**config.mk**
```make
export PLATFORM = sky130hd
export DESIGN_NAME = pct_timer
export DESIGN_NICKNAME = d
export VERILOG_FILES = /design/src/core/pct_deadtime.v /design/src/core/pct_timer.v
export VERILOG_INCLUDE_DIRS = /design/src /design/src/core
export SDC_FILE = /design/constraint.sdc
export NUM_CORES = 1
export LEC_CHECK = 0
export ABC_AREA = 1
export CORE_ASPECT_RATIO = 1.25
export CORE_MARGIN = 2
export CORE_UTILIZATION = 55
export CTS_BUF_LIST = sky130_fd_sc_hd__clkbuf_16
export DETAILED_ROUTE_END_ITERATION = 10
export DONT_BUFFER_PORTS = 1
export GPL_TIMING_DRIVEN = 0
export PLACE_DENSITY = 0.75
export RECOVER_POWER = 50
export SYNTH_ARGS = -nofsm -noshare
export SYNTH_HDL_FRONTEND = slang
export SYNTH_SLANG_ARGS = --single-unit
```
**constraint.sdc**
```tcl
create_clock -name clk_sys -period 5.6 [get_ports clk_sys]
set_input_delay 0.28 -clock clk_sys [delete_from_list [all_inputs] [get_ports clk_sys]]
set_output_delay 0.28 -clock clk_sys [all_outputs]
set_load 0.1 [all_outputs]
```
**src/core/pct_defines.vh**
```
`ifndef PCT_DEFINES_VH
`define PCT_DEFINES_VH

// ------------------------------------------------------------
// register byte offsets
// ------------------------------------------------------------
`define PCT_OFF_CTRL 8'h00
`define PCT_OFF_STAT 8'h04
`define PCT_OFF_MASK 8'h08
`define PCT_OFF_DMAEN 8'h0C
`define PCT_OFF_PRESC 8'h10
`define PCT_OFF_RELOAD 8'h14
`define PCT_OFF_COUNT 8'h18
`define PCT_OFF_DEAD 8'h1C
`define PCT_OFF_CHMODE 8'h20
`define PCT_OFF_CMP0 8'h40
`define PCT_OFF_CMP1 8'h44
`define PCT_OFF_CMP2 8'h48
`define PCT_OFF_CMP3 8'h4C

// ------------------------------------------------------------
// control register fields
// ------------------------------------------------------------
`define PCT_CTRL_EN 0
`define PCT_CTRL_MODE 2:1
`define PCT_CTRL_ONEPULSE 3
`define PCT_CTRL_DBGFRZ 4
`define PCT_CTRL_SLAVE 6:5
`define PCT_CTRL_TSEL 8:7
`define PCT_CTRL_OUTEN 9
`define PCT_CTRL_W 10

// ------------------------------------------------------------
// status layout and encodings
// ------------------------------------------------------------
`define PCT_ST_UPD 0
`define PCT_ST_W 5
`define PCT_ST_DIR 5
`define PCT_MODE_UP 2'h0
`define PCT_MODE_DOWN 2'h1
`define PCT_MODE_CENTRE 2'h2
`define PCT_MODE_ENC 2'h3
`define PCT_SLV_OFF 2'h0
`define PCT_SLV_START 2'h1
`define PCT_SLV_GATE 2'h2
`define PCT_SLV_EXTCLK 2'h3
`define PCT_CH_OFF 2'h0
`define PCT_CH_CAPTURE 2'h1
`define PCT_CH_COMPARE 2'h2
`define PCT_CH_PWM 2'h3
`define PCT_CHM_FALL 2

// ------------------------------------------------------------
// reset values and widths
// ------------------------------------------------------------
`define PCT_RST_CTRL 10'h000
`define PCT_RST_RELOAD 32'h0000FFFF
`define PCT_RST_DEAD 8'h00
`define PCT_DEAD_W 8

`endif

```
**src/core/pct_deadtime.v**
```verilog
`timescale 1ns/1ps
`include "pct_defines.vh"

module pct_deadtime (
   input wire clk_sys, // timer clock
   input wire rst_b, // async reset, low
   input wire enable, // pair may drive
   input wire level, // wanted phase level
   input wire [`PCT_DEAD_W-1:0] dead, // gap in cycles
   output reg outHi, // primary switch
   output reg outLo // complementary switch
);

   // ----------------------------------------------------------
   // state machine
   // ----------------------------------------------------------
   localparam [3:0] ST_OFF = 4'h1;
   localparam [3:0] ST_HI = 4'h2;
   localparam [3:0] ST_LO = 4'h4;
   localparam [3:0] ST_GAP = 4'h8;

   reg [3:0] state;
   reg [`PCT_DEAD_W-1:0] gapCnt;

   // both off during the gap, new side after the count
   always @(posedge clk_sys or negedge rst_b) begin
      if (!rst_b) begin
         state <= ST_OFF;
         gapCnt <= {`PCT_DEAD_W{1'b0}};
         outHi <= 1'b0;
         outLo <= 1'b0;
      end else if (!enable) begin
         state <= ST_OFF;
         gapCnt <= {`PCT_DEAD_W{1'b0}};
         outHi <= 1'b0;
         outLo <= 1'b0;
      end else begin
         case (state)
            ST_HI, ST_LO, ST_OFF: begin
               if ((state == ST_HI) != level || state == ST_OFF) begin
                  outHi <= 1'b0;
                  outLo <= 1'b0;
                  gapCnt <= {`PCT_DEAD_W{1'b0}};
                  state <= ST_GAP;
               end
            end
            ST_GAP: begin
               if (gapCnt >= dead) begin
                  outHi <= level;
                  outLo <= ~level;
                  state <= level ? ST_HI : ST_LO;
               end else begin
                  gapCnt <= gapCnt + 1'b1;
               end
            end
            default: begin
               state <= ST_OFF;
               outHi <= 1'b0;
               outLo <= 1'b0;
            end
         endcase
      end
   end

endmodule // pct_deadtime

```
**src/core/pct_timer.v**
```verilog
`timescale 1ns/1ps
`include "pct_defines.vh"

module pct_timer #(
   parameter CNT_W = 16, // counter width
   parameter PSC_W = 16, // prescaler width
   parameter NUM_CH = 4, // channels 0..3
   parameter NUM_PAIR = 3, // complementary pairs 0..2
   parameter UPDOWN_EN = 1, // down/centre allowed
   parameter ENC_EN = 0 // encoder allowed
) (
   input wire clk_sys, // timer clock
   input wire rst_b, // async reset, low
   input wire [7:0] avs_address, // byte address
   input wire avs_read, // read request
   input wire avs_write, // write request
   input wire [31:0] avs_writedata, // write data
   input wire [3:0] avs_byteenable, // byte lanes
   output reg [31:0] avs_readdata, // read data
   output wire avs_waitrequest, // stall
   input wire [3:0] capIn, // capture pins
   input wire encA, // encoder phase A pin
   input wire encB, // encoder phase B pin
   input wire [3:0] trigIn, // sibling triggers
   input wire dbgHalt, // debug halt level
   output wire [3:0] chOut, // channel outputs
   output wire [2:0] chOutN, // complementary outputs
   output reg trgOut, // update pulse to siblings
   output reg dacTrig, // converter trigger pulse
   output reg [4:0] dmaReq, // dma request pulses
   output reg irq // interrupt level
);

   // ----------------------------------------------------------
   // helpers
   // ----------------------------------------------------------
   function [31:0] laneMerge;
      input [31:0] old;
      input [31:0] wd;
      input [3:0] be;
      integer i;
      begin
         laneMerge = old;
         for (i = 0; i < 4; i = i + 1) begin
            if (be[i]) begin
               laneMerge[i*8 +: 8] = wd[i*8 +: 8];
            end
         end
      end
   endfunction

   function [31:0] widen;
      input [31:0] v;
      begin
         widen = v;
      end
   endfunction

   // ----------------------------------------------------------
   // registers
   // ----------------------------------------------------------
   reg [`PCT_CTRL_W-1:0] ctrl;
   reg [`PCT_ST_W-1:0] stat;
   reg [`PCT_ST_W-1:0] mask;
   reg [`PCT_ST_W-1:0] dmaEn;
   reg [PSC_W-1:0] presc;
   reg [CNT_W-1:0] reload;
   reg [CNT_W-1:0] cnt;
   reg [`PCT_DEAD_W-1:0] dead;
   reg [15:0] chMode;
   reg [CNT_W-1:0] cmp [0:3];
   reg ack;
   reg cntDown;
   reg [PSC_W-1:0] pscCnt;
   localparam [31:0] RST_RELOAD = `PCT_RST_RELOAD;

   wire busReq = avs_read | avs_write;
   wire [31:0] wmask = {{8{avs_byteenable[3]}}, {8{avs_byteenable[2]}},
      {8{avs_byteenable[1]}}, {8{avs_byteenable[0]}}};
   wire wrDo = avs_write & ack;
   wire [7:0] wAddr = {avs_address[7:2], 2'b00};
   wire [31:0] wData = avs_writedata & wmask;

   // one wait cycle, then the access completes
   assign avs_waitrequest = busReq & ~ack;

   // addressed register, zero padded, for reads and lane merges
   reg [31:0] rdMux;

   always @* begin
      case (wAddr)
         `PCT_OFF_CTRL: rdMux = widen(ctrl);
         `PCT_OFF_STAT: rdMux = widen({cntDown, stat});
         `PCT_OFF_MASK: rdMux = widen(mask);
         `PCT_OFF_DMAEN: rdMux = widen(dmaEn);
         `PCT_OFF_PRESC: rdMux = widen(presc);
         `PCT_OFF_RELOAD: rdMux = widen(reload);
         `PCT_OFF_COUNT: rdMux = widen(cnt);
         `PCT_OFF_DEAD: rdMux = widen(dead);
         `PCT_OFF_CHMODE: rdMux = widen(chMode);
         `PCT_OFF_CMP0: rdMux = widen(cmp[0]);
         `PCT_OFF_CMP1: rdMux = widen(cmp[1]);
         `PCT_OFF_CMP2: rdMux = widen(cmp[2]);
         `PCT_OFF_CMP3: rdMux = widen(cmp[3]);
         default: rdMux = 32'h00000000;
      endcase
   end

   wire [31:0] merged = laneMerge(rdMux, avs_writedata, avs_byteenable);

   // ----------------------------------------------------------
   // input synchronisers
   // ----------------------------------------------------------
   reg [5:0] pinS1;
   reg [5:0] pinS2;
   reg [5:0] pinPrev;
   reg trgPrev;
   wire trgLvl;

   // capture and encoder pins pass two flops
   always @(posedge clk_sys or negedge rst_b) begin
      if (!rst_b) begin
         pinS1 <= 6'h00;
         pinS2 <= 6'h00;
         pinPrev <= 6'h00;
         trgPrev <= 1'b0;
      end else begin
         pinS1 <= {encB, encA, capIn};
         pinS2 <= pinS1;
         pinPrev <= pinS2;
         trgPrev <= trgLvl;
      end
   end

   // ----------------------------------------------------------
   // run control and trigger link
   // ----------------------------------------------------------
   wire [1:0] slave = ctrl[`PCT_CTRL_SLAVE];
   assign trgLvl = trigIn[ctrl[`PCT_CTRL_TSEL]];
   wire trgRise = trgLvl & ~trgPrev;
   wire frozen = ctrl[`PCT_CTRL_DBGFRZ] & dbgHalt;
   wire gateOk = (slave != `PCT_SLV_GATE) | trgLvl;
   wire run = ctrl[`PCT_CTRL_EN] & ~frozen & gateOk;
   wire [1:0] modeReq = ctrl[`PCT_CTRL_MODE];
   wire [1:0] mode = (modeReq == `PCT_MODE_ENC) ?
      (ENC_EN != 0 ? `PCT_MODE_ENC : `PCT_MODE_UP) :
      (UPDOWN_EN != 0 ? modeReq : `PCT_MODE_UP);
   wire encMode = (mode == `PCT_MODE_ENC);

   // ----------------------------------------------------------
   // prescaler
   // ----------------------------------------------------------
   // external clock from sibling event
   wire srcEv = (slave == `PCT_SLV_EXTCLK) ? trgRise : 1'b1;
   wire pscDone = (pscCnt >= presc);
   wire tick = run & srcEv & pscDone & ~encMode;

   always @(posedge clk_sys or negedge rst_b) begin
      if (!rst_b) begin
         pscCnt <= {PSC_W{1'b0}};
      end else if (run & srcEv) begin
         pscCnt <= pscDone ? {PSC_W{1'b0}} : pscCnt + 1'b1;
      end
   end

   // ----------------------------------------------------------
   // encoder decode
   // ----------------------------------------------------------
   wire encAs = pinS2[4];
   wire encBs = pinS2[5];
   wire encStep = run & encMode &
      ((encAs ^ pinPrev[4]) | (encBs ^ pinPrev[5]));
   wire encUp = pinPrev[4] ^ encBs;

   // ----------------------------------------------------------
   // counter next state
   // ----------------------------------------------------------
   reg [CNT_W-1:0] next_cnt;
   reg next_down;
   reg updEv;

   always @* begin
      next_cnt = cnt;
      next_down = cntDown;
      updEv = 1'b0;
      if (encStep) begin
         if (encUp) begin
            next_cnt = (cnt >= reload) ? {CNT_W{1'b0}} : cnt + 1'b1;
            updEv = (cnt >= reload);
         end else begin
            next_cnt = (cnt == {CNT_W{1'b0}}) ? reload : cnt - 1'b1;
            updEv = (cnt == {CNT_W{1'b0}});
         end
         next_down = ~encUp;
      end else if (tick) begin
         case (mode)
            `PCT_MODE_DOWN: begin
               next_down = 1'b1;
               next_cnt = (cnt == {CNT_W{1'b0}}) ? reload : cnt - 1'b1;
               updEv = (cnt == {CNT_W{1'b0}});
            end
            `PCT_MODE_CENTRE: begin
               if (!cntDown && cnt >= reload) begin
                  next_down = 1'b1;
                  next_cnt = cnt - 1'b1;
                  updEv = 1'b1;
               end else if (cntDown && cnt == {CNT_W{1'b0}}) begin
                  next_down = 1'b0;
                  next_cnt = cnt + 1'b1;
                  updEv = 1'b1;
               end else begin
                  next_cnt = cntDown ? cnt - 1'b1 : cnt + 1'b1;
               end
            end
            default: begin
               next_down = 1'b0;
               next_cnt = (cnt >= reload) ? {CNT_W{1'b0}} : cnt + 1'b1;
               updEv = (cnt >= reload);
            end
         endcase
      end
   end

   // ----------------------------------------------------------
   // channel events
   // ----------------------------------------------------------
   reg [3:0] chEv;
   reg [3:0] pwmLvl;
   integer c;

   always @* begin
      chEv = 4'h0;
      pwmLvl = 4'h0;
      for (c = 0; c < 4; c = c + 1) begin
         if (c < NUM_CH) begin
            case (chMode[c*4 +: 2])
               `PCT_CH_CAPTURE: begin
                  chEv[c] = chMode[c*4 + `PCT_CHM_FALL] ?
                     (~pinS2[c] & pinPrev[c]) : (pinS2[c] & ~pinPrev[c]);
               end
               `PCT_CH_COMPARE, `PCT_CH_PWM: begin
                  chEv[c] = (tick | encStep) & (cnt == cmp[c]);
               end
               default: begin
                  chEv[c] = 1'b0;
               end
            endcase
            // zero gives off, above reload on
            pwmLvl[c] = (cnt < cmp[c]);
         end
      end
   end

   // ----------------------------------------------------------
   // register writes, counter, captures
   // ----------------------------------------------------------
   wire [`PCT_ST_W-1:0] evSet = {chEv, updEv};
   wire [`PCT_ST_W-1:0] stClr = (wrDo && wAddr == `PCT_OFF_STAT) ?
      wData[`PCT_ST_W-1:0] : {`PCT_ST_W{1'b0}};
   integer k;

   always @(posedge clk_sys or negedge rst_b) begin
      if (!rst_b) begin
         ctrl <= `PCT_RST_CTRL;
         stat <= {`PCT_ST_W{1'b0}};
         mask <= {`PCT_ST_W{1'b0}};
         dmaEn <= {`PCT_ST_W{1'b0}};
         presc <= {PSC_W{1'b0}};
         reload <= RST_RELOAD[CNT_W-1:0];
         cnt <= {CNT_W{1'b0}};
         cntDown <= 1'b0;
         dead <= `PCT_RST_DEAD;
         chMode <= 16'h0000;
         for (k = 0; k < 4; k = k + 1) begin
            cmp[k] <= {CNT_W{1'b0}};
         end
      end else begin
         // set wins over write-one clear
         stat <= (stat & ~stClr) | evSet;
         cnt <= next_cnt;
         cntDown <= next_down;
         if (slave == `PCT_SLV_START && trgRise) begin
            ctrl[`PCT_CTRL_EN] <= 1'b1;
         end
         if (updEv && ctrl[`PCT_CTRL_ONEPULSE]) begin
            ctrl[`PCT_CTRL_EN] <= 1'b0;
         end
         for (k = 0; k < 4; k = k + 1) begin
            if (chEv[k] && chMode[k*4 +: 2] == `PCT_CH_CAPTURE) begin
               cmp[k] <= cnt;
            end
         end
         if (wrDo) begin
            case (wAddr)
               `PCT_OFF_CTRL: ctrl <= merged[`PCT_CTRL_W-1:0];
               `PCT_OFF_MASK: mask <= merged[`PCT_ST_W-1:0];
               `PCT_OFF_DMAEN: dmaEn <= merged[`PCT_ST_W-1:0];
               `PCT_OFF_PRESC: presc <= merged[PSC_W-1:0];
               `PCT_OFF_RELOAD: reload <= merged[CNT_W-1:0];
               `PCT_OFF_COUNT: cnt <= merged[CNT_W-1:0];
               `PCT_OFF_DEAD: dead <= merged[`PCT_DEAD_W-1:0];
               `PCT_OFF_CHMODE: chMode <= merged[15:0];
               `PCT_OFF_CMP0: cmp[0] <= merged[CNT_W-1:0];
               `PCT_OFF_CMP1: cmp[1] <= merged[CNT_W-1:0];
               `PCT_OFF_CMP2: cmp[2] <= merged[CNT_W-1:0];
               `PCT_OFF_CMP3: cmp[3] <= merged[CNT_W-1:0];
               default: ;
            endcase
         end
      end
   end

   // ----------------------------------------------------------
   // bus handshake and read mux
   // ----------------------------------------------------------
   always @(posedge clk_sys or negedge rst_b) begin
      if (!rst_b) begin
         ack <= 1'b0;
         avs_readdata <= 32'h00000000;
      end else begin
         ack <= busReq & ~ack;
         if (avs_read && !ack) begin
            avs_readdata <= rdMux;
         end
      end
   end

   // ----------------------------------------------------------
   // event outputs, dma, interrupt
   // ----------------------------------------------------------
   always @(posedge clk_sys or negedge rst_b) begin
      if (!rst_b) begin
         trgOut <= 1'b0;
         dacTrig <= 1'b0;
         dmaReq <= 5'h00;
         irq <= 1'b0;
      end else begin
         trgOut <= updEv;
         dacTrig <= updEv;
         dmaReq <= evSet & dmaEn;
         irq <= |(stat & mask);
      end
   end

   // ----------------------------------------------------------
   // channel output levels
   // ----------------------------------------------------------
   reg [3:0] chLvl;
   reg [3:0] cmpTog;
   integer m;
   wire outOk = ctrl[`PCT_CTRL_OUTEN] & ~frozen;

   always @(posedge clk_sys or negedge rst_b) begin
      if (!rst_b) begin
         chLvl <= 4'h0;
         cmpTog <= 4'h0;
      end else begin
         for (m = 0; m < 4; m = m + 1) begin
            if (chEv[m] && chMode[m*4 +: 2] == `PCT_CH_COMPARE) begin
               cmpTog[m] <= ~cmpTog[m];
            end
            if (!outOk || m >= NUM_CH) begin
               chLvl[m] <= 1'b0;
            end else if (chMode[m*4 +: 2] == `PCT_CH_PWM) begin
               chLvl[m] <= pwmLvl[m];
            end else if (chMode[m*4 +: 2] == `PCT_CH_COMPARE) begin
               chLvl[m] <= cmpTog[m];
            end else begin
               chLvl[m] <= 1'b0;
            end
         end
      end
   end

   // ----------------------------------------------------------
   // complementary pairs
   // ----------------------------------------------------------
   genvar g;
   generate
      for (g = 0; g < 3; g = g + 1) begin : gPair
         if (g < NUM_PAIR && g < NUM_CH) begin : gOn
            wire hi;
            wire lo;
            pct_deadtime uDead (
               .clk_sys(clk_sys),
               .rst_b(rst_b),
               .enable(outOk),
               .level(chLvl[g]),
               .dead(dead),
               .outHi(hi),
               .outLo(lo)
            );
            assign chOut[g] = hi;
            assign chOutN[g] = lo;
         end else begin : gOff
            assign chOut[g] = chLvl[g];
            assign chOutN[g] = 1'b0;
         end
      end
   endgenerate
   assign chOut[3] = chLvl[3];

endmodule // pct_timer

```
==> metrics.yaml <==
clock_tree:
  cts.sinks: 266
  cts_tree: "done"
  cts_root_buf: "clkbuf_16"
  clkSlewWorstSetupHoldPaths_ns: 0.06
  cts_hold_buffers: 15
  post-cts-setup-buffer-count: 0
  ctsResizeCount: 0
  cts_max_level: 1
  cts_buffers: 30
  insertion_delay_ns: 0.59
  cts.path.max_buffers: 3
grt:
  grt_antenna_before_repair: 2
  met3_usage_pct: 9.53
  use_met2_pct: 69.5
  grt_pass1_vias: 17500
  grt_usage_pct: 44.0
  grtUsageMet1_pct: 50.5
  overflow: 0
  grt.busiest_layer: "met2"
  grt_start_max_net_pins: 267
  grt_pass1_wl_mm: 108
setup_path:
  end_kind: "flip-flop"
  cp_data_arrival_time_ns: 4.97
  critPathSlowestCell: "nor4_1"
  cp_max_fo: 10
  reg2reg_slack_ns: 1.07
  critical-path-max-stage-delay_ns: 1.11
  crit_chain: "buf_4 > inv_1 > nor2_1 > nor4_1 > nand3_1 > a21boi_1 > clkbuf_2 > o21ai_0"
  critPathRequiredTime_ns: 6.03
  ff2ff_path_depth: 8
  critPathLaunchType: "flip-flop"
  timing.rr.end: "dead[2]"
  timing.rr.start: "cnt[2]"
  path_class: "reg2reg"
timing:
  finalCriticalPeriod_ns: 4.53
  hold_ws_ns: -0.610
  rsz0062_at_grt: "false"
  skew_ns: 0.0173
  fmax_mhz: 221
  hold_viol_final: 266
  setup_violations: 0
  relSlewSlack_pct: 10.7
  fin_ws_ns: 1.07
  slew_viol_final: 0
  tightest_slew_ns: 1.31
  period_share_pct: 80.9
  fin_tns_setup_ns: 0
synthesis:
  synth_top_area_share_pct: 34.6
  synthTopCellsByArea: "dfrtp_1 (35%), nand2_1 (12%), ha_1 (9.1%)"
  ys_ff_latch: 266
  synth_cell_type_count: 59
  synthTopCellsByCount: "nand2_1 (575), inv_1 (304), o21ai_0 (254)"
  synth_seq_area_share_pct: 37.4
  synth-edff-count: 0
  netlist_instances: 2423
  yosysTopAreaCell: "dfrtp_1"
  syn_avg_cell_area_sq_um: 7.37
  yosysWarnings: 0
  async_reset_ff_share_pct: 100
  synth_area_sq_um: 17900
  yosysMostFrequentCell: "nand2_1"
  ys.flop_type: "dfrtp_1"
detailed_routing:
  route.detailed.drc: 0
  drtIter0Drc: 1910
  wl_per_cell_microns: 25.3
  route.antenna.remaining_nets: 0
  viasPerCell: 6.23
  first_pass_iters: 6
  wl_mm: 74.1
  vias: 18200
layout:
  n_fill_cell: 2830
  areaGrowthSynthToFinish_pct: 9.81
  nets: 2676
  layout-drive-gt1-share_pct: 6.89
outcome:
  violations: "hold timing"
  status: "finished, violations left"
floorplan:
  core_sq_um: 31900
  die_width_microns: 165
  start_util_pct: 56.0
  fp.dieArea_sq_um: 33900
  io_pins: 107
  rows: 73
  dieHeight_microns: 205
worst_hold_path:
  hp-class: "in2async"
power_and_ir_drop:
  leakage_uw: 0.00949
  power_density_nw_per_um2: 444
  vdd_drop_max_v: 0.000338
flow_run:
  drv_cap: 0
placement:
  port_buffers: 0
  dp_slack_ns: 1.83
  dp_hpwl_mm: 54.4
  gp_congestion: 1.06
## state kept, by name, indices dropped and copies added, names as in the netlist, 6 cells and up
signal	count
cmp	64
gPair.gOn.uDead.gapCnt	24
avs_readdata	16
chMode	16
cnt	16
presc	16
pscCnt	16
reload	16
ctrl	10
gPair.gOn.uDead.state	9
dead	8
pinPrev	6
pinS1	6
pinS2	6
## kinds of logic after synthesis
group	after synthesis	share of synthesized area, %
AND/OR/NAND/NOR	1000	23.5
AO/OA/AOI/OAI	566	18.2
buffers and inverters	422	9.83
flip-flops	266	37.4
adder cells (fa/ha/maj)	130	9.11
XOR/XNOR	37	1.81
other	1	0.0210
multiplexers	1	0.0770
## power breakdown
group,internal [uW],leakage [uW],switching [uW]
Sequential,2310,0.00318,670
Clock,1160,0.000487,874
Combinational,1190,0.00583,2510
## cell usage in the layout, fill, tap and decap left out, types with 36 or more instances in the layout
master and count:
nand3_1 112, inv_1 307, dfrtp_1 247, nor2_1 198, clkbuf_1 46, a21oi_1 124
o22ai_1 39, nand4_1 36, nand2_1 575, o21ai_0 254, ha_1 130
## through the flow
step | std cells | util [%] | hold WS [ns] | cell area [sq um] | total power (uW)
floorplan | 2438 | - | -0.0156 | 17900 | 5260
global placement | 2850 | 57.8 | -0.00985 | 18400 | 6440
detailed placement | 2852 | 58.0 | -0.00838 | 18500 | 6520
CTS | 2923 | 61.5 | -0.605 | 19600 | 8540
global route | 2923 | 61.5 | -0.605 | 19600 | 9180
finish | 2925 | 61.5 | -0.610 | 19600 | 8710
## worst max-delay path: cells and delay by family (launching register included)
family | cells | cell delay [ns]
DFF | 1 | 0.59
AOI/OAI and AO/OA | 2 | 1.20
and+or+nand+nor | 3 | 1.49
buffers and inverters | 3 | 1.10
## worst max-delay path by stage
stage | cells past startpoint | slack (ns) | end | start
2_1_floorplan | 15 | 3.36 | cnt[3] | reload[11]
3_3_place_gp | 8 | 1.82 | cmp[2] | cnt[2]
3_5_place_dp | 8 | 1.83 | cmp[50] | cnt[2]
4_1_cts | 8 | 1.81 | cmp[50] | cnt[2]
5_1_grt | 8 | 1.25 | cmp[2] | cnt[2]
6_report | 8 | 1.07 | dead[2] | cnt[2]
## final cells by class
type	instances	area [sq um]	area share, %
Multi-Input combinational cell	1750	9490	48.4
Sequential cell	266	6680	34.1
Inverter	318	1210	6.15
Clock buffer	30	751	3.83
Buffer	104	551	2.81
Tap cell	412	515	2.63
Clock inverter	26	236	1.21
Timing Repair Buffer	17	181	0.925
Antenna cell	2	5.00	0.0255
## metal layers
metal  share of wire, %  wire length [microns]
met1                 35                  25800
met2                 45                  33500
met3                9.6                   7120
met4                 10                   7690
met5              0.012                      9
(Power assumes the default switching activity.)
